--- config.mk ---
export PLATFORM = sky130hd
export DESIGN_NAME = touch_ctrl_gpio_port
export DESIGN_NICKNAME = d
export VERILOG_FILES = /design/src/logic/touch_ctrl_gpio_pkg.sv /design/src/logic/gpio_pin_cell.sv /design/src/logic/i2c_reg_slave.sv /design/src/logic/touch_ctrl_gpio_port.sv
export SDC_FILE = /design/constraint.sdc
export NUM_CORES = 1
export LEC_CHECK = 0
export BUFFER_PORTS_ARGS = -buffer_cell sky130_fd_sc_hd__buf_2
export CORE_MARGIN = 3
export CORE_UTILIZATION = 55
export DETAILED_ROUTE_END_ITERATION = 16
export PLACE_DENSITY = 0.85
export SLEW_MARGIN = 20
export SYNTH_ARGS = -nofsm -noshare
export SYNTH_HDL_FRONTEND = slang
export SYNTH_SLANG_ARGS = --single-unit
--- constraint.sdc ---
create_clock -name core_clk -period 3.3 [get_ports core_clk]
set_input_delay 0.165 -clock core_clk [delete_from_list [all_inputs] [get_ports core_clk]]
set_output_delay 0.165 -clock core_clk [all_outputs]
set_load 0.01 [all_outputs]
--- src/logic/touch_ctrl_gpio_pkg.sv ---
// Shared constants for the multifunction port block and its serial slave.
// Assumes an 8-bit register address space reached over the two-wire slave.
package touch_ctrl_gpio_pkg;

   localparam int PORT_W = 8;

   // Register offsets
   localparam logic [7:0] OFS_DRIVE_MODE_A = 8'h73;
   localparam logic [7:0] OFS_DRIVE_MODE_B = 8'h74;
   localparam logic [7:0] OFS_PORT_LEVEL = 8'h75;
   localparam logic [7:0] OFS_OUTPUT_SELECT = 8'h76;
   localparam logic [7:0] OFS_PORT_ACTIVE = 8'h77;
   localparam logic [7:0] OFS_LEVEL_RAISE = 8'h78;
   localparam logic [7:0] OFS_LEVEL_LOWER = 8'h79;
   localparam logic [7:0] OFS_LEVEL_INVERT = 8'h7a;
   localparam logic [7:0] OFS_SOFT_RESTART = 8'h80;

   localparam logic [7:0] SOFT_RESTART_KEY = 8'h63;
   localparam logic [7:0] PORT_RESET = 8'h00;
   localparam logic [7:0] UNMAPPED_READ = 8'h00;

   // Drive-mode pair {mode_a, mode_b}
   localparam logic [1:0] MODE_PULL_DN = 2'b10;
   localparam logic [1:0] MODE_PULL_UP = 2'b11;
   localparam logic [1:0] MODE_HIGH_SIDE = 2'b11;
   localparam logic [1:0] MODE_LOW_SIDE = 2'b10;

   // Slave address by strap connection
   localparam logic [6:0] SLAVE_ADDR_GND = 7'h5a;
   localparam logic [6:0] SLAVE_ADDR_SUPPLY = 7'h5b;
   localparam logic [6:0] SLAVE_ADDR_DATA = 7'h5c;
   localparam logic [6:0] SLAVE_ADDR_CLOCK = 7'h5d;

endpackage

--- src/logic/gpio_pin_cell.sv ---
// One multifunction pin: decodes enable, direction and drive mode into pad controls.
// Purely combinational; the parent registers every result.
`timescale 1ns/1ps
`default_nettype none
module gpio_pin_cell
   import touch_ctrl_gpio_pkg::*;
(
   // Configuration
   input wire logic port_on,
   input wire logic dir_out,
   input wire logic mode_a,
   input wire logic mode_b,
   input wire logic level,
   // Pad controls
   output logic drive,
   output logic drive_oe,
   output logic pull_up,
   output logic pull_dn
);
   always_comb begin
      drive = 1'b0;
      drive_oe = 1'b0;
      pull_up = 1'b0;
      pull_dn = 1'b0;
      if (port_on) begin // RQ6
         if (dir_out) begin
            unique case ({mode_a, mode_b}) // RQ8
               MODE_HIGH_SIDE: begin
                  drive = 1'b1;
                  drive_oe = level; // RQ9
               end
               MODE_LOW_SIDE: begin
                  drive = 1'b0;
                  drive_oe = ~level;
               end
               default: begin
                  // 00 and the undefined 01 both give push-pull
                  drive = level;
                  drive_oe = 1'b1;
               end
            endcase
         end else begin
            pull_dn = ({mode_a, mode_b} == MODE_PULL_DN); // RQ7
            pull_up = ({mode_a, mode_b} == MODE_PULL_UP); // RQ7
         end
      end
   end
endmodule // gpio_pin_cell
`default_nettype wire

--- src/logic/i2c_reg_slave.sv ---
// Two-wire slave with register addressing and address auto-increment.
// Assumes scl/sda/strap inputs already synchronous to core_clk; only srst resets it.
`timescale 1ns/1ps
`default_nettype none
module i2c_reg_slave
   import touch_ctrl_gpio_pkg::*;
(
   // Clock and reset
   input wire logic core_clk,
   input wire logic srst,
   // Bus pins
   input wire logic scl_in,
   input wire logic sda_in,
   output logic sda_out,
   output logic sda_oe,
   input wire logic addr_pin_in,
   // Register side
   output logic wr_stb,
   output logic [7:0] wr_addr,
   output logic [7:0] wr_data,
   output logic [7:0] rd_addr,
   input wire logic [7:0] rd_data
);
   typedef enum logic [2:0] {S_IDLE, S_ADDR, S_RX, S_ACK, S_TX, S_MACK} bus_state_t;

   typedef struct packed {
      logic scl, sda;
      bus_state_t st;
      logic [2:0] cnt;
      logic [7:0] sh, reg_ptr, wa, wd;
      logic full, first, tx_next, acked, oe, stb;
      logic seen0, seen1, diff_sda;
   } slave_state_t;

   slave_state_t q, n;
   logic start_c, stop_c, rise, fall;
   logic [6:0] my_addr;

   assign start_c = scl_in & q.scl & q.sda & ~sda_in;
   assign stop_c = scl_in & q.scl & ~q.sda & sda_in;
   assign rise = scl_in & ~q.scl;
   assign fall = ~scl_in & q.scl;

   // Strap follows ground, supply, data or clock line
   always_comb begin
      if (!q.seen1) my_addr = SLAVE_ADDR_GND; // RQ17
      else if (!q.seen0) my_addr = SLAVE_ADDR_SUPPLY;
      else if (!q.diff_sda) my_addr = SLAVE_ADDR_DATA;
      else my_addr = SLAVE_ADDR_CLOCK;
   end

   always_comb begin
      n = q;
      n.scl = scl_in;
      n.sda = sda_in;
      n.stb = 1'b0;
      n.seen0 = q.seen0 | ~addr_pin_in;
      n.seen1 = q.seen1 | addr_pin_in;
      n.diff_sda = q.diff_sda | (addr_pin_in ^ sda_in);
      if (start_c) begin // RQ16
         n.st = S_ADDR;
         n.cnt = 3'h0;
         n.full = 1'b0;
         n.oe = 1'b0;
      end else if (stop_c) begin
         n.st = S_IDLE;
         n.oe = 1'b0;
      end else begin
         unique case (q.st)
            S_IDLE: ;
            S_ADDR, S_RX: begin
               if (rise) begin
                  n.sh = {q.sh[6:0], sda_in};
                  n.cnt = q.cnt + 3'h1;
                  n.full = (q.cnt == 3'h7);
               end else if (fall && q.full) begin
                  n.full = 1'b0;
                  n.oe = 1'b1;
                  n.st = S_ACK;
                  n.tx_next = 1'b0;
                  if (q.st == S_ADDR) begin
                     if (q.sh[7:1] == my_addr) begin
                        n.tx_next = q.sh[0];
                        n.first = ~q.sh[0];
                     end else begin
                        n.oe = 1'b0;
                        n.st = S_IDLE;
                     end
                  end else if (q.first) begin
                     n.reg_ptr = q.sh;
                     n.first = 1'b0;
                  end else begin
                     n.stb = 1'b1;
                     n.wa = q.reg_ptr;
                     n.wd = q.sh;
                     n.reg_ptr = q.reg_ptr + 8'h01;
                  end
               end
            end
            S_ACK: begin
               if (fall) begin
                  n.cnt = 3'h0;
                  n.oe = 1'b0;
                  n.st = S_RX;
                  if (q.tx_next) begin
                     n.sh = rd_data;
                     n.oe = ~rd_data[7]; // RQ15
                     n.st = S_TX;
                  end
               end
            end
            S_TX: begin
               if (fall) begin
                  n.cnt = q.cnt + 3'h1;
                  n.sh = {q.sh[6:0], 1'b0};
                  n.oe = ~q.sh[6];
                  if (q.cnt == 3'h7) begin
                     n.oe = 1'b0;
                     n.st = S_MACK;
                     n.reg_ptr = q.reg_ptr + 8'h01;
                  end
               end
            end
            S_MACK: begin
               if (rise) n.acked = ~sda_in;
               else if (fall) begin
                  n.cnt = 3'h0;
                  n.st = S_IDLE;
                  if (q.acked) begin
                     n.sh = rd_data;
                     n.oe = ~rd_data[7];
                     n.st = S_TX;
                  end
               end
            end
            default: n.st = S_IDLE;
         endcase
      end
   end

   always_ff @(posedge core_clk) begin
      if (srst) begin
         q <= '0;
         q.scl <= 1'b1;
         q.sda <= 1'b1;
      end else begin
         q <= n;
      end
   end

   // Open drain: only ever pulls low
   assign sda_out = 1'b0;
   assign sda_oe = q.oe;
   assign wr_stb = q.stb;
   assign wr_addr = q.wa;
   assign wr_data = q.wd;
   assign rd_addr = q.reg_ptr;
endmodule // i2c_reg_slave
`default_nettype wire

--- src/logic/touch_ctrl_gpio_port.sv ---
// Multifunction port block for the eight pins shared with sensing inputs 4 to 11.
// Assumes the sensing core supplies run mode, electrode selection and conversion busy.
//
// How it works
// [RQ1] Writing 0x63 to 0x80 resets everything like power-on, except the serial slave.
// [RQ2] Bits 7..0 of each port register control pins of sensing inputs 11..4.
// [RQ3] Port registers accept writes at any time, stopped or running.
// [RQ4] A pin selected for sensing in run mode loses its port function immediately.
// [RQ5] After power-on all ports are disabled, so every pin floats.
// [RQ6] A disabled port holds its pin high impedance whatever else is set.
// [RQ7] Input modes: 00 plain, 10 pull-down, 11 pull-up, 01 same as 00.
// [RQ8] Output modes: 00 push-pull, 11 high-side only, 10 low-side only, 01 as 00.
// [RQ9] An enabled output drives the level held in the port level register.
// [RQ10] Output level changes wait until the running conversion completes.
// [RQ11] Level reads give stored bits for outputs and latched pin levels for inputs.
// [RQ12] Writing the level register does not disturb input sampling or reporting.
// [RQ13] Ones written to 0x78, 0x79, 0x7a set, clear or toggle level bits.
// [RQ14] Reading the set, clear and toggle registers returns the level read value.
// [RQ15] Slave only: clock is input, data is input plus open-drain output.
// [RQ16] Transfer is start, address with direction, register byte, data bytes, stop.
// [RQ17] Slave address 0x5a to 0x5d follows strap tied to ground, supply, data, clock.
// [RQ18] Multi-master hosts should avoid repeated starts and rewrite the register address.
// [RQ19] All port registers are eight bits and clear to zero on any reset.
`timescale 1ns/1ps
`default_nettype none
module touch_ctrl_gpio_port
   import touch_ctrl_gpio_pkg::*;
(
   // Clock and reset
   input wire logic core_clk,
   input wire logic srst,
   // Two-wire bus
   input wire logic scl_in,
   input wire logic sda_in,
   output logic sda_out,
   output logic sda_oe,
   input wire logic addr_pin_in,
   // Sensing core
   input wire logic run_mode,
   input wire logic [PORT_W-1:0] sense_sel,
   input wire logic conv_busy,
   output logic soft_restart_pulse,
   // Pads
   input wire logic [PORT_W-1:0] pad_in,
   output logic [PORT_W-1:0] pad_out,
   output logic [PORT_W-1:0] pad_oe,
   output logic [PORT_W-1:0] pull_up_en,
   output logic [PORT_W-1:0] pull_dn_en
);

   ////////////////////////////////////////////////////////////////////////////////
   // State

   typedef struct packed {
      logic [PORT_W-1:0] mode_a, mode_b, level, out_sel, active;
      logic [PORT_W-1:0] drive_lvl, in_lat;
      logic [PORT_W-1:0] p_out, p_oe, p_up, p_dn;
      logic soft_restart;
   } port_state_t;

   port_state_t q, n;
   logic wr_stb;
   logic [7:0] wr_addr, wr_data, rd_addr, rd_data;
   logic [PORT_W-1:0] port_on, is_in, level_rd;
   logic [PORT_W-1:0] c_out, c_oe, c_up, c_dn;

   ////////////////////////////////////////////////////////////////////////////////
   // Serial slave, kept out of the soft restart so the acknowledging transfer ends cleanly

   i2c_reg_slave u_slave (
      .core_clk(core_clk),
      .srst(srst),
      .scl_in(scl_in),
      .sda_in(sda_in),
      .sda_out(sda_out),
      .sda_oe(sda_oe),
      .addr_pin_in(addr_pin_in),
      .wr_stb(wr_stb),
      .wr_addr(wr_addr),
      .wr_data(wr_data),
      .rd_addr(rd_addr),
      .rd_data(rd_data)
   ); // RQ15 RQ16 RQ17

   ////////////////////////////////////////////////////////////////////////////////
   // Pins

   assign port_on = q.active & ~({PORT_W{run_mode}} & sense_sel); // RQ4
   assign is_in = q.active & ~q.out_sel;

   genvar gi;
   generate
      for (gi = 0; gi < PORT_W; gi++) begin : g_pin // RQ2
         gpio_pin_cell u_cell (
            .port_on(port_on[gi]),
            .dir_out(q.out_sel[gi]),
            .mode_a(q.mode_a[gi]),
            .mode_b(q.mode_b[gi]),
            .level(q.drive_lvl[gi]),
            .drive(c_out[gi]),
            .drive_oe(c_oe[gi]),
            .pull_up(c_up[gi]),
            .pull_dn(c_dn[gi])
         );
      end
   endgenerate

   ////////////////////////////////////////////////////////////////////////////////
   // Register reads

   // Disabled pins report the stored bit; only enabled inputs report the pad
   assign level_rd = (is_in & q.in_lat) | (~is_in & q.level); // RQ11

   always_comb begin
      unique case (rd_addr)
         OFS_DRIVE_MODE_A: rd_data = q.mode_a;
         OFS_DRIVE_MODE_B: rd_data = q.mode_b;
         OFS_OUTPUT_SELECT: rd_data = q.out_sel;
         OFS_PORT_ACTIVE: rd_data = q.active;
         OFS_PORT_LEVEL, OFS_LEVEL_RAISE, OFS_LEVEL_LOWER, OFS_LEVEL_INVERT: rd_data = level_rd; // RQ14
         default: rd_data = UNMAPPED_READ;
      endcase
   end

   ////////////////////////////////////////////////////////////////////////////////
   // Next state

   always_comb begin
      n = q;
      n.soft_restart = 1'b0;
      n.in_lat = pad_in; // RQ12
      // Level seen by the pads only moves between conversions
      if (!conv_busy) n.drive_lvl = q.level; // RQ10
      n.p_out = c_out;
      n.p_oe = c_oe;
      n.p_up = c_up;
      n.p_dn = c_dn;
      if (wr_stb) begin // RQ3
         unique case (wr_addr)
            OFS_DRIVE_MODE_A: n.mode_a = wr_data;
            OFS_DRIVE_MODE_B: n.mode_b = wr_data;
            OFS_PORT_LEVEL: n.level = wr_data; // RQ9
            OFS_OUTPUT_SELECT: n.out_sel = wr_data;
            OFS_PORT_ACTIVE: n.active = wr_data;
            OFS_LEVEL_RAISE: n.level = q.level | wr_data; // RQ13
            OFS_LEVEL_LOWER: n.level = q.level & ~wr_data; // RQ13
            OFS_LEVEL_INVERT: n.level = q.level ^ wr_data; // RQ13
            default: ;
         endcase
         if (wr_addr == OFS_SOFT_RESTART && wr_data == SOFT_RESTART_KEY) begin
            n = '0; // RQ1 RQ19
            n.in_lat = pad_in;
            n.soft_restart = 1'b1;
         end
      end
   end

   always_ff @(posedge core_clk) begin
      if (srst) begin
         q <= '0; // RQ5 RQ19
      end else begin
         q <= n;
      end
   end

   assign pad_out = q.p_out;
   assign pad_oe = q.p_oe;
   assign pull_up_en = q.p_up;
   assign pull_dn_en = q.p_dn;
   assign soft_restart_pulse = q.soft_restart;

endmodule // touch_ctrl_gpio_port
`default_nettype wire
* Yosys cells after proc, flatten, opt, wreduce, memory -nomap -nowiden
Cells that the tools add are included.
** Storage, ports and cells
- Register bits :: 138
- Input port bits :: 23
- Output and inout port bits :: 35
- Word-level logic and storage cells :: 320
** Operators by class
- Mux-type cells :: 145
- Bitwise logic cells :: 49
- Eq/ne operators :: 61
- Add/subtract/negate cells :: 2
- Reductions and logical operators :: 33
** Operator list (number)
- $eq A8 B7 Y1 const B :: 17
- $mux W89 :: 1
- $mux W1 :: 82
- $mux W8 :: 9
- $mux W49 :: 1
- $and A8 B8 Y8 :: 6
- $mux W24 :: 2
- $pmux W11 S4 :: 1
- $mux W14 :: 3
- $pmux W8 S5 :: 1
- $mux W39 :: 1
- $eq A2 B2 Y1 const B :: 16
- $not A8 Y8 :: 4
- $pmux W1 S2 :: 16
- $pmux W8 S4 :: 1
- $reduce_and A8 Y1 :: 4
- $mux W27 :: 1
- $not A1 Y1 :: 25
- $mux W2 :: 11
- $mux W22 :: 1
- $ne A4 B1 Y1 const B :: 5
- $mux W19 :: 1
- $mux W16 :: 1
- $ne A2 B1 Y1 const B :: 8
- other kinds (39) :: 72

* Longest topological paths before layout
Gate-level depths: netlist of the first run.
- Depth after elaboration :: 16
- Gate-level depth with buffers :: 8
- Depth with buffers taken out :: 7

* Cells and area by module
A second synthesis of the first run with hierarchy kept.
** Unflattened totals
- Cell total of the unflattened synthesis :: 859
- Area total of the unflattened synthesis :: 7418.4 um^2
** Modules (own cells, without submodules)
- touch_ctrl_gpio_port :: cells each 474, area an instance 4226.6 um^2, sequential area each 1781.7 um^2, times used 1
- i2c_reg_slave :: cells each 321, area an instance 2731.4 um^2, sequential area each 980.9 um^2, times used 1
- gpio_pin_cell :: cells each 8, area an instance 57.6 um^2, sequential area each 0.0 um^2, times used 8

* Worst setup path after synthesis of the first run
Ideal clock, no wire load.
- Path type :: reg2reg
- From :: register u_slave.q (netlist bit u_slave.rd_addr[0])
- To :: register u_slave.q (netlist bit u_slave.sda_oe)
- Setup time :: 0.059 ns
- Data required time :: 3.241 ns
- Path slack :: 1.145 ns
- Stages on the path, launching flop included :: 9
- Arrival :: 2.097 ns
- Buffers on the path :: 1
- Period minus slack after synthesis :: 2.155 ns
- Path through :: dfxtp_1 > inv_1 > ha_1 > clkbuf_1 > or3_1 > a22oi_2 > nor3_1 > nor4b_1 > o221a_2
** Between the ends
- Cells in the longest elaborated chain, start to end :: 8
- Elaborated cells between the ends (all ways) :: 17
- Those cells by class :: eq/ne (8); mux (7); bitwise (1); reduce/logical (1)
** RTL lines
- start: declaration :: line i2c_reg_slave.sv:35 : slave_state_t q, n;
- start signal: assignment :: line i2c_reg_slave.sv:147 : q <= n;
- $eq A8 B7 Y1 :: line touch_ctrl_gpio_port.sv:115 : unique case (rd_addr)
- $reduce_or A4 Y1 :: line touch_ctrl_gpio_port.sv:115
- $pmux W8 S5 * :: line touch_ctrl_gpio_port.sv:115
- $not A1 Y1 * :: line i2c_reg_slave.sv:107, i2c_reg_slave.sv:131
- $mux W1 :: line i2c_reg_slave.sv:129 : if (q.acked) begin
- $mux W1 :: line i2c_reg_slave.sv:126 : else if (fall) begin
- $mux W1 :: line i2c_reg_slave.sv:125 : if (rise) n.acked = ~sda_in;
- $pmux W1 S4 * :: line i2c_reg_slave.sv:69 : unique case (q.st)
Mark *: on every way between the ends. The rest lies on a longest branch, timed or not. The select of a mux whose other input is x is not followed.
A chain may end at the register's enable or synchronous reset.

* Final worst setup path of the first run
- From :: register u_slave.q[44] (netlist bit)
- To :: register u_slave.q (netlist bit u_slave.wr_data[7])
** Between the ends
- Cells in the longest elaborated chain, start to end :: 3
- Elaborated cells between the ends (all ways) :: 5
- Those cells by class :: eq/ne (2); bitwise (1); reduce/logical (2)
** RTL lines (line)
- $eq A3 B2 Y1 / $eq A3 B1 Y1 (equally long branches) :: i2c_reg_slave.sv:69, i2c_reg_slave.sv:81
- $reduce_or A2 Y1 / $not A1 Y1 (equally long branches)
- $reduce_and A7 Y1 (no line) *
Mark *: on every way between the ends. The rest lies on a longest branch, timed or not.

==> impl_metrics.env, run 1 <==
export IMPL_outcome="finished clean"
export IMPL_whs_ps=67.4
export IMPL_syn_nets=912
export IMPL_gp_congestion=0.937
export IMPL_synth_top_area_cell="dfxtp_1"
export IMPL_worstPathMaxFanout=22
export IMPL_whs_path_depth=3
export IMPL_viasPerCell=5.95
export IMPL_design_core_area_um2=12700
export IMPL_boundaryPins=58
export IMPL_hold_viol=0
export IMPL_fp_dieW_um=121
export IMPL_grt_max_degree=90
export IMPL_htreeDepth=4
export IMPL_cap_violations=0
export IMPL_yosysMostFrequentCell="dfxtp_1"
export IMPL_syn_area_per_cell_um2=8.35
export IMPL_hpwl_mm=11.6
export IMPL_vias=6234
export IMPL_drtIter0Drc=542
export IMPL_drive_gt1_share_pct=12.8
export IMPL_die_h_um=121
export IMPL_start_util_pct=56.9
export IMPL_clk_pin_slew_ps=60
export IMPL_cts_buffers_inserted=17
export IMPL_ys_warn_count=0
export IMPL_totalNegativeSetupSlack_ps=0
export IMPL_synth_distinct_cells=66
export IMPL_yosys_top_cells_count="dfxtp_1, nand2_1, a21oi_1"
export IMPL_io_buffers=56
export IMPL_wire_per_inst_um=16.9
export IMPL_rsz0062_at_grt="no"
export IMPL_setup_ws_ps=768
export IMPL_netlist_instances=867
export IMPL_firstDrtPassIters=5
export IMPL_ant_nets=0
export IMPL_ys_seq_area_share_pct=38.2
export IMPL_synth_top_cell_area_share_pct=38.2
export IMPL_clk_path_buf_depth=2
export IMPL_max_freq_ghz=0.395
export IMPL_track_usage_pct=24.7
export IMPL_drc=0
export IMPL_cts_setup_buffers=0
export IMPL_critPathLaunchType="flop"
export IMPL_fin_crit_ps=2530
export IMPL_async_reset_ff_share_pct=0
export IMPL_hp_class="primary input to flop"
export IMPL_worstPathArrival_ps=2800
export IMPL_timing_final_crit_share_pct=76.7
export IMPL_rows=41
export IMPL_cts_sinks=138
export IMPL_ir_drop_uv=318
export IMPL_highest_layer="met4"
export IMPL_ys_flop_type="dfxtp_1"
export IMPL_nNetsFinal=909
export IMPL_yosys_top_cells_area="dfxtp_1, mux2i_1, nand2_1, a21oi_1, ha_1"
export IMPL_dp_slack_ps=819
export IMPL_dieArea_um2=14600
export IMPL_finalPower_mw=3.88
export IMPL_p_leak_nw=2.97
export IMPL_antenna_found_initial=0
export IMPL_diodes=0
export IMPL_cts_root_buf="clkbuf_16"
export IMPL_synth_edff_count=0
export IMPL_cp_end_kind="flop"
export IMPL_clk_latency_ps=420
export IMPL_netlist_area_um2=7240
export IMPL_grt_pass1_vias=5739
export IMPL_finClkSkew_ps=8.14
export IMPL_r2r_slack_ps=770
export IMPL_required_ps=3570
export IMPL_syn_to_final_growth_pct=10.4
export IMPL_relSlewSlack_pct=27.0
export IMPL_r2r_worst_path_cells=5
export IMPL_worstSetupPathType="flop to flop"
export IMPL_ys_seq_elements=138
export IMPL_wirelength_mm=17.7
export IMPL_setup_violations=0
export IMPL_slew_viol_final=0
export IMPL_powerDensity_nw_per_um2=485
export IMPL_routed_wl_met2_mm=8.08
export IMPL_max_slew_worst_pin_slew_ps=1090
export IMPL_wl_met1_mm=7.44
export IMPL_grt_overflow_total=0
export IMPL_cts_tree="done"
export IMPL_route_met3_wl_mm=1.48
export IMPL_grt_pass1_wl_mm=28.7
[worst max-delay path, stage by stage (launching register included)]
cell and delay [ps]:
dfxtp_1 740, nand2b_1 150, a211o_1 340, or3b_1 760
mux2i_1 320, nor2_1 60
[metal layers]
| layer | global-route usage, % | vias up |
|---|---|---|
| met4 | 12.8 | 0 |
| met3 | 4.91 | 56 |
| met2 | 38.6 | 298 |
| li1 | - | 2994 |
| met5 | 0 | - |
| met1 | 32.4 | 2886 |
[power breakdown]
group          switching [mW]  internal (mW)  total, mW
Combinational          0.0581         0.0368     0.0950
Sequential             0.0141           1.68       1.69
Clock                   0.716           1.38       2.09
Total                   0.789           3.09       3.88
[area by class of cell]
cell class                      count  area (um2)
Clock inverter                     10         191
Multi-Input combinational cell    595        3790
Timing Repair Buffer               73         430
Tap cell                          172         215
Fill cell                        1057        4730
Clock buffer                       20         457
Inverter                           39         146
Sequential cell                   138        2760
[timing repair]
item / CTS / global route
resized for setup: 0 / 0
hold buffers: 9 / 0
endpoints found under the hold margin: 9 / 0
[state kept, by name, summed over array words and instances, names as in the netlist]
name / cells
u_slave.rd_addr: 8
pull_up_en: 8
pad_oe: 8
u_slave.wr_data: 8
u_slave.wr_addr: 8
u_slave.wr_stb: 1
pad_out: 8
u_slave.q: 23
soft_restart_pulse: 1
q: 56
u_slave.sda_oe: 1
pull_dn_en: 8
[worst paths after layout]
path	endpoint	start
worst max register to register	u_slave.wr_data[7]	u_slave.q[44]
worst min-delay path	u_slave.q[47]	sda_in
worst min register to register	u_slave.q[0]	u_slave.q[0]
worst max-delay path	u_slave.wr_data[7]	u_slave.q[44]
[kinds of logic after synthesis]
| logic type | count (synthesis) | share of synthesized area [%] |
|---|---|---|
| compound gates | 188 | 17.7 |
| xor+xnor | 12 | 1.45 |
| fa+ha+maj | 22 | 3.80 |
| buf+inv | 134 | 9.45 |
| flops | 138 | 38.2 |
| mux | 53 | 7.33 |
| other cells | 1 | 0.0518 |
| simple gates | 319 | 22.1 |
[layout by cell type (no fill, tap or decap), drive strengths merged, types with 3 or more instances in the layout]
cell and n:
a211o 6, a211oi 12, a21boi 8, a21oi 63, a221o 7, a22o 8
a22oi 10, a311oi 15, a31oi 5, and2 5, buf 64, bufinv 5
clkbuf 20, dfxtp 138, dlygate4sd3 9, ha 22, inv 40, mux2i 53
nand2 97, nand2b 9, nand3 40, nand3b 13, nand4 7, nand4b 3
nor2 61, nor2b 23, nor3 35, nor3b 4, o21ai 29, o221a 4
o22ai 8, o311ai 3, or2 4, or3 4, xor2 11
[stage by stage]
step / cells / area [um2] / util (%)
after global placement: 1008 / 7260 / 57.1
after detailed placement: 1008 / 7260 / 57.1
after floorplan: 867 / 7240 / -
after CTS: 1047 / 8000 / 62.9
final: 1047 / 8000 / 62.9
after global routing: 1047 / 8000 / 62.9
Power figures use the tool's default switching activity.
==> inputs of run 2 (changes only) <==
--- a/config.mk
+++ b/config.mk
@@ -5,6 +5,7 @@
 export SDC_FILE = /design/constraint.sdc
 export NUM_CORES = 1
 export LEC_CHECK = 0
+export ABC_AREA = 1
 export BUFFER_PORTS_ARGS = -buffer_cell sky130_fd_sc_hd__buf_2
 export CORE_MARGIN = 3
 export CORE_UTILIZATION = 55
==> constraint.sdc (replaced) <==
create_clock -name core_clk -period 2.4 [get_ports core_clk]
set_input_delay 0.12 -clock core_clk [delete_from_list [all_inputs] [get_ports core_clk]]
set_output_delay 0.12 -clock core_clk [all_outputs]
set_load 0.01 [all_outputs]
==> run 2 against run 1 <==
Die area up 1.2%. Clock skew up 5.6 ps. Combinational power rose to 4.4 times the previous value. Clock power up 22%. Setup slack worse by 430 ps. Sequential power up 42%. Global-route usage up 2.6 points. Critical endpoint is now q[62]. Largest power group unchanged.
==> impl_metrics.env, run 2 <==
export IMPL_outcome="finished clean"
export IMPL_firstDrtPassIters=5
export IMPL_worstReg2RegStart="u_slave.wr_addr[0]"
export IMPL_ys_seq_elements=138
export IMPL_synth_compound_area_share_pct=13.9
export IMPL_start_util_pct=57.2
export IMPL_hold_start="sense_sel[6]"
export IMPL_yosys_top_cells_count="nand2_1, inv_1, dfxtp_1"
export IMPL_yosysMostFrequentCell="nand2_1"
export IMPL_largestRegisters="q x56, u_slave.q x23"
export IMPL_final_cell_mix="nand2_1, inv_1, dfxtp_1"
export IMPL_cap_violations=0
export IMPL_r2r_worst_path_cells=8
export IMPL_dp_cells=1252
export IMPL_finClkSkew_ps=13.7
export IMPL_async_reset_ff_share_pct=0
export IMPL_synth_top_area_cell="dfxtp_1"
export IMPL_antenna_found_initial=0
export IMPL_cts_tree="done"
export IMPL_regArea_um2=2760
export IMPL_multiInputGateArea_um2=3570
export IMPL_boundaryPins=58
export IMPL_timing_final_crit_share_pct=86.0
export IMPL_grt_overflow_total=0
export IMPL_ant_nets=0
export IMPL_ctsResizeCount=0
export IMPL_drive_gt1_share_pct=12.3
export IMPL_syn_nets=1121
export IMPL_powerDensity_nw_per_um2=653
export IMPL_grt_pass1_vias=6603
export IMPL_crit_chain="nor2_1 > nand2_1 > nor3_1 > nand3_1 > nand2_1 > inv_1 > nand3_1 > o21ai_0"
export IMPL_syn_area_per_cell_um2=6.81
export IMPL_fin_crit_ps=2060
export IMPL_synth_top_family_by_area="simple AND/OR/NAND/NOR gates"
export IMPL_hp_class="primary input to flop"
export IMPL_synth_simple_area_share_pct=30.7
export IMPL_die_h_um=121
export IMPL_holdPathEnd="pad_oe[6]"
export IMPL_viasPerCell=5.52
export IMPL_critPathSlowestCell="nand3_1"
export IMPL_max_slew_worst_pin_slew_ps=813
export IMPL_fillers=1102
export IMPL_wirelength_mm=19.5
export IMPL_synth_distinct_cells=39
export IMPL_rsz0062_at_grt="no"
export IMPL_ir_drop_uv=427
export IMPL_vias=7142
export IMPL_cts_buffers_inserted=17
export IMPL_fp_dieW_um=121
export IMPL_p_leak_nw=3.87
export IMPL_whs_ps=13.8
export IMPL_synth_xor_area_share_pct=0.358
export IMPL_clk_latency_ps=440
export IMPL_gp_congestion=0.950
export IMPL_htreeDepth=4
export IMPL_synth_top_cell_area_share_pct=37.7
export IMPL_r2r_slack_ps=340
export IMPL_rows=41
export IMPL_clk_path_buf_depth=2
export IMPL_yosys_top_cells_area="dfxtp_1, nand2_1, nand3_1, inv_1, a21oi_1"
export IMPL_whs_path_depth=4
export IMPL_wire_per_inst_um=15.1
export IMPL_drc=0
export IMPL_netlist_instances=1076
export IMPL_slew_viol_final=0
export IMPL_hold_viol=0
export IMPL_dieArea_um2=14700
export IMPL_diodes=0
export IMPL_crit_path_max_incr_delay_ps=420
export IMPL_synth_adder_area_share_pct=3.76
export IMPL_worstPathArrival_ps=2370
export IMPL_hpwl_mm=13.8
export IMPL_reg2reg_to="q[62]"
export IMPL_clk_pin_slew_ps=60
export IMPL_netlist_area_um2=7330
export IMPL_synthMuxAreaShare_pct=0
export IMPL_drtIter0Drc=818
export IMPL_critPathLaunchType="flop"
export IMPL_syn_to_final_growth_pct=11.9
export IMPL_design_core_area_um2=12800
export IMPL_track_usage_pct=27.3
export IMPL_setup_violations=0
export IMPL_totalNegativeSetupSlack_ps=0
export IMPL_ys_warn_count=0
export IMPL_layout_commonest_cell="nand2_1"
export IMPL_worstSetupPathType="flop to flop"
export IMPL_grt_pass1_wl_mm=32.0
export IMPL_largest_register="q"
export IMPL_grt_max_degree=56
export IMPL_instances_no_fill=1295
export IMPL_ys_flop_type="dfxtp_1"
export IMPL_synth_edff_count=0
export IMPL_required_ps=2710
export IMPL_largest_reg_flops=56
export IMPL_io_buffers=56
export IMPL_cts_root_buf="clkbuf_16"
export IMPL_cp_end_kind="flop"
export IMPL_relSlewSlack_pct=45.5
export IMPL_nNetsFinal=1155
export IMPL_worstPathMaxFanout=13
export IMPL_ys_seq_area_share_pct=37.7
export IMPL_cts_sinks=138
export IMPL_max_freq_ghz=0.485
-- run 2: cell count changes after synthesis, sizes merged, moves of 28 or more --
cell | previous run | this run
clkbuf | 47 | 15
nand2 | 97 | 212
nor3 | 35 | 7
mux2i | 53 | 0
nor2 | 61 | 123
o21ai | 29 | 70
nand3 | 40 | 123
inv | 39 | 150
a21oi | 63 | 102
-- run 2: cell families after synthesis --
family	after synthesis
buffers and inverters	219
adders and majority gates	22
AOI/OAI and AO/OA	191
DFF	138
and+or+nand+nor	502
other	1
xor gates and xnor gates	3
-- run 2: timing repair --
| item | 4_1_cts | 5_1_grt |
|---|---|---|
| buffers inserted | 0 | 0 |
| hold buffers | 11 | 0 |
| hold endpoints to repair | 13 | 0 |
-- run 2: worst max path at each step --
stage | from | to | slack (ps)
after floorplan | u_slave.rd_addr[0] | u_slave.sda_oe | 960
after global placement | u_slave.wr_addr[0] | pad_out[2] | 490
after detailed placement | u_slave.wr_addr[0] | pad_oe[3] | 420
after CTS | u_slave.wr_addr[0] | pad_oe[3] | 410
after global routing | u_slave.wr_addr[0] | pad_out[0] | 150
final | u_slave.wr_addr[0] | q[62] | 340
-- run 2: routing by layer --
layer / track usage, % / vias up / routed length (um)
met3: 8.11 / 61 / 1820
met2: 43.7 / 364 / 9120
li1: - / 3518 / -
met5: 0 / - / 0
met4: 13.4 / 0 / 708
met1: 33.5 / 3199 / 7890
-- run 2: final cells by class --
type	instances	share of cell area, %
flip-flops and latches	138	33.7
inverters	150	6.86
clock buffers	20	5.57
repair buffers	84	6.31
multi-input cells	719	43.6
clock inverters	12	1.39
well taps	172	2.62
-- run 2: worst max-delay path: cells and delay by family, from the launching register on --
family,cells,cell delay (ps)
simple gates,6,1290
flops,1,360
buf+inv,1,200
compound gates,1,90
-- run 2: metrics by stage --
step / power [mW] / cell area [um2] / util, % / worst slack [ps]
2_1_floorplan: 2.73 / 7330 / - / 960
3_3_place_gp: 2.84 / 7520 / 58.7 / 487
3_5_place_dp: 2.85 / 7520 / 58.7 / 421
4_1_cts: 5.37 / 8200 / 64.0 / 408
5_1_grt: 5.53 / 8200 / 64.0 / 150
6_report: 5.36 / 8200 / 64.0 / 337
-- run 2: report_power, final --
| group | leakage (nW) | switching (mW) | internal, mW | total, mW |
|---|---|---|---|---|
| clock | 0.269 | 1.05 | 1.49 | 2.54 |
| combinational | 2.48 | 0.284 | 0.135 | 0.419 |
| sequential | 1.12 | 0.0553 | 2.35 | 2.40 |
| total | 3.87 | 1.39 | 3.97 | 5.36 |
==> inputs of run 3 (changes only) <==
--- a/config.mk
+++ b/config.mk
@@ -9,7 +9,9 @@
 export BUFFER_PORTS_ARGS = -buffer_cell sky130_fd_sc_hd__buf_2
 export CORE_MARGIN = 3
 export CORE_UTILIZATION = 55
+export CTS_CLUSTER_DIAMETER = 150
 export DETAILED_ROUTE_END_ITERATION = 16
+export MAX_ROUTING_LAYER = met4
 export PLACE_DENSITY = 0.85
 export SLEW_MARGIN = 20
 export SYNTH_ARGS = -nofsm -noshare
==> run 3 against run 2 <==
Critical path depth is 1 higher. Non-clock buffer count is 1 higher. Setup slack better by 32 ps. Total power is 2.8% lower. Clock power is 6% lower. Critical path type unchanged. Highest routed layer unchanged.
==> impl_metrics.env, run 3 (same netlist as run 2, synthesis figures left out) <==
export IMPL_rsz0062_at_grt="no"
export IMPL_worstPathArrival_ps=2350
export IMPL_gp_congestion=0.954
export IMPL_powerDensity_nw_per_um2=637
export IMPL_clk_latency_ps=430
export IMPL_finClkSkew_ps=9.53
export IMPL_hold_viol=0
export IMPL_required_ps=2720
export IMPL_outcome="finished clean"
export IMPL_clk_pin_slew_ps=60
export IMPL_cts_sinks=138
export IMPL_drtIter0Drc=953
export IMPL_ant_nets=0
export IMPL_cts_tree="done"
export IMPL_drive_gt1_share_pct=12.2
export IMPL_postLayoutCoreUtil_pct=63.8
export IMPL_io_buffers=56
export IMPL_max_slew_worst_pin_slew_ps=847
export IMPL_setup_violations=0
export IMPL_p_leak_nw=3.86
export IMPL_final_cell_mix="nand2_1, inv_1, dfxtp_1"
export IMPL_viasPerCell=5.57
export IMPL_ir_drop_uv=405
export IMPL_fp_dieW_um=121
export IMPL_vias=7218
export IMPL_max_freq_ghz=0.492
export IMPL_cp_end_kind="flop"
export IMPL_critPathLaunchType="flop"
export IMPL_clk_path_buf_depth=2
export IMPL_syn_to_final_growth_pct=11.7
export IMPL_wire_per_inst_um=15.1
export IMPL_rows=41
export IMPL_cap_violations=0
export IMPL_die_h_um=121
export IMPL_worstReg2RegStart="u_slave.wr_addr[1]"
export IMPL_grt_max_degree=56
export IMPL_timing_final_crit_share_pct=84.6
export IMPL_grt_overflow_total=0
export IMPL_hpwl_mm=13.9
export IMPL_worstPathMaxFanout=12
export IMPL_fillers=1151
export IMPL_start_util_pct=57.2
export IMPL_largestRegisters="q x56, u_slave.q x23"
export IMPL_largest_reg_flops=56
export IMPL_layout_commonest_cell="nand2_1"
export IMPL_hold_buffers=12
export IMPL_largest_register="q"
export IMPL_design_core_area_um2=12800
export IMPL_antenna_found_initial=1
export IMPL_wirelength_mm=19.6
export IMPL_ctsResizeCount=0
export IMPL_hold_start="sense_sel[4]"
export IMPL_critPathSlowestCell="nand3_1"
export IMPL_dieArea_um2=14700
export IMPL_relSlewSlack_pct=43.1
export IMPL_cts_root_buf="clkbuf_16"
export IMPL_fin_crit_ps=2030
export IMPL_grt_pass1_wl_mm=32.2
export IMPL_boundaryPins=58
export IMPL_htreeDepth=4
export IMPL_drc=0
export IMPL_firstDrtPassIters=7
export IMPL_cts_buffers_inserted=17
export IMPL_regArea_um2=2760
export IMPL_totalNegativeSetupSlack_ps=0
export IMPL_nNetsFinal=1156
export IMPL_cts_setup_buffers=0
export IMPL_grt_pass1_vias=6662
export IMPL_crit_path_max_incr_delay_ps=430
export IMPL_worstSetupPathType="flop to flop"
export IMPL_startpoint="u_slave.wr_addr[1]"
export IMPL_crit_chain="nor2_1 > nand2_1 > nor3_1 > nand3_1 > buf_4 > nand2_1 > inv_1 > nand3_1 > nor2_1"
export IMPL_track_usage_pct=28.2
export IMPL_slew_viol_final=0
export IMPL_multiInputGateArea_um2=3570
export IMPL_hp_class="primary input to flop"
## run 3: path summary, 6_finish.rpt
kind / endpoint / slack (ps) / depth (start not counted)
max: pad_out[4] / 370 / 9
min: pull_dn_en[4] / 10 / 4
max reg2reg: pad_out[4] / 370 / 9
min reg2reg: u_slave.q[6] / 470 / 2
## run 3: power by group
| part | switching [mW] | internal [mW] |
|---|---|---|
| combinational | 0.286 | 0.133 |
| sequential | 0.0550 | 2.35 |
| clock | 1.03 | 1.36 |
| total | 1.37 | 3.84 |
## run 3: layout make-up
cell class	count	share of cell area, %
Inverter	150	6.88
Clock inverter	12	1.12
Multi-Input combinational cell	719	43.7
Tap cell	172	2.63
Sequential cell	138	33.8
Clock buffer	20	5.46
Antenna cell	1	0.0306
Timing Repair Buffer	85	6.45
## run 3: per-stage QoR
stage	hold WS, ps	cells	setup WS (ps)	instance area (um2)	total power [mW]
4_1_cts	2.70	1296	440	8180	5.22
2_1_floorplan	210	1076	960	7330	2.73
3_5_place_dp	328	1252	491	7520	2.85
6_report	11.2	1297	369	8180	5.21
5_1_grt	37.4	1297	199	8180	5.38
3_3_place_gp	323	1252	504	7520	2.84
## run 3: metal layers
metal / up-vias / GRT usage [%] / wire length (um) / part of all wire (%)
li1: 3529 / - / - / -
met1: 3259 / 33.9 / 7950 / 41
met2: 345 / 44.5 / 9110 / 46
met3: 85 / 6.90 / 1750 / 8.9
met4: 0 / 13.2 / 793 / 4.0
met5: - / - / 0 / 0
## run 3: critical path, delay by kind of cell, from the launching register on
kind	cells	cell delay, ps
and+or+nand+nor	7	1150
buffers and inverters	2	400
DFF	1	360
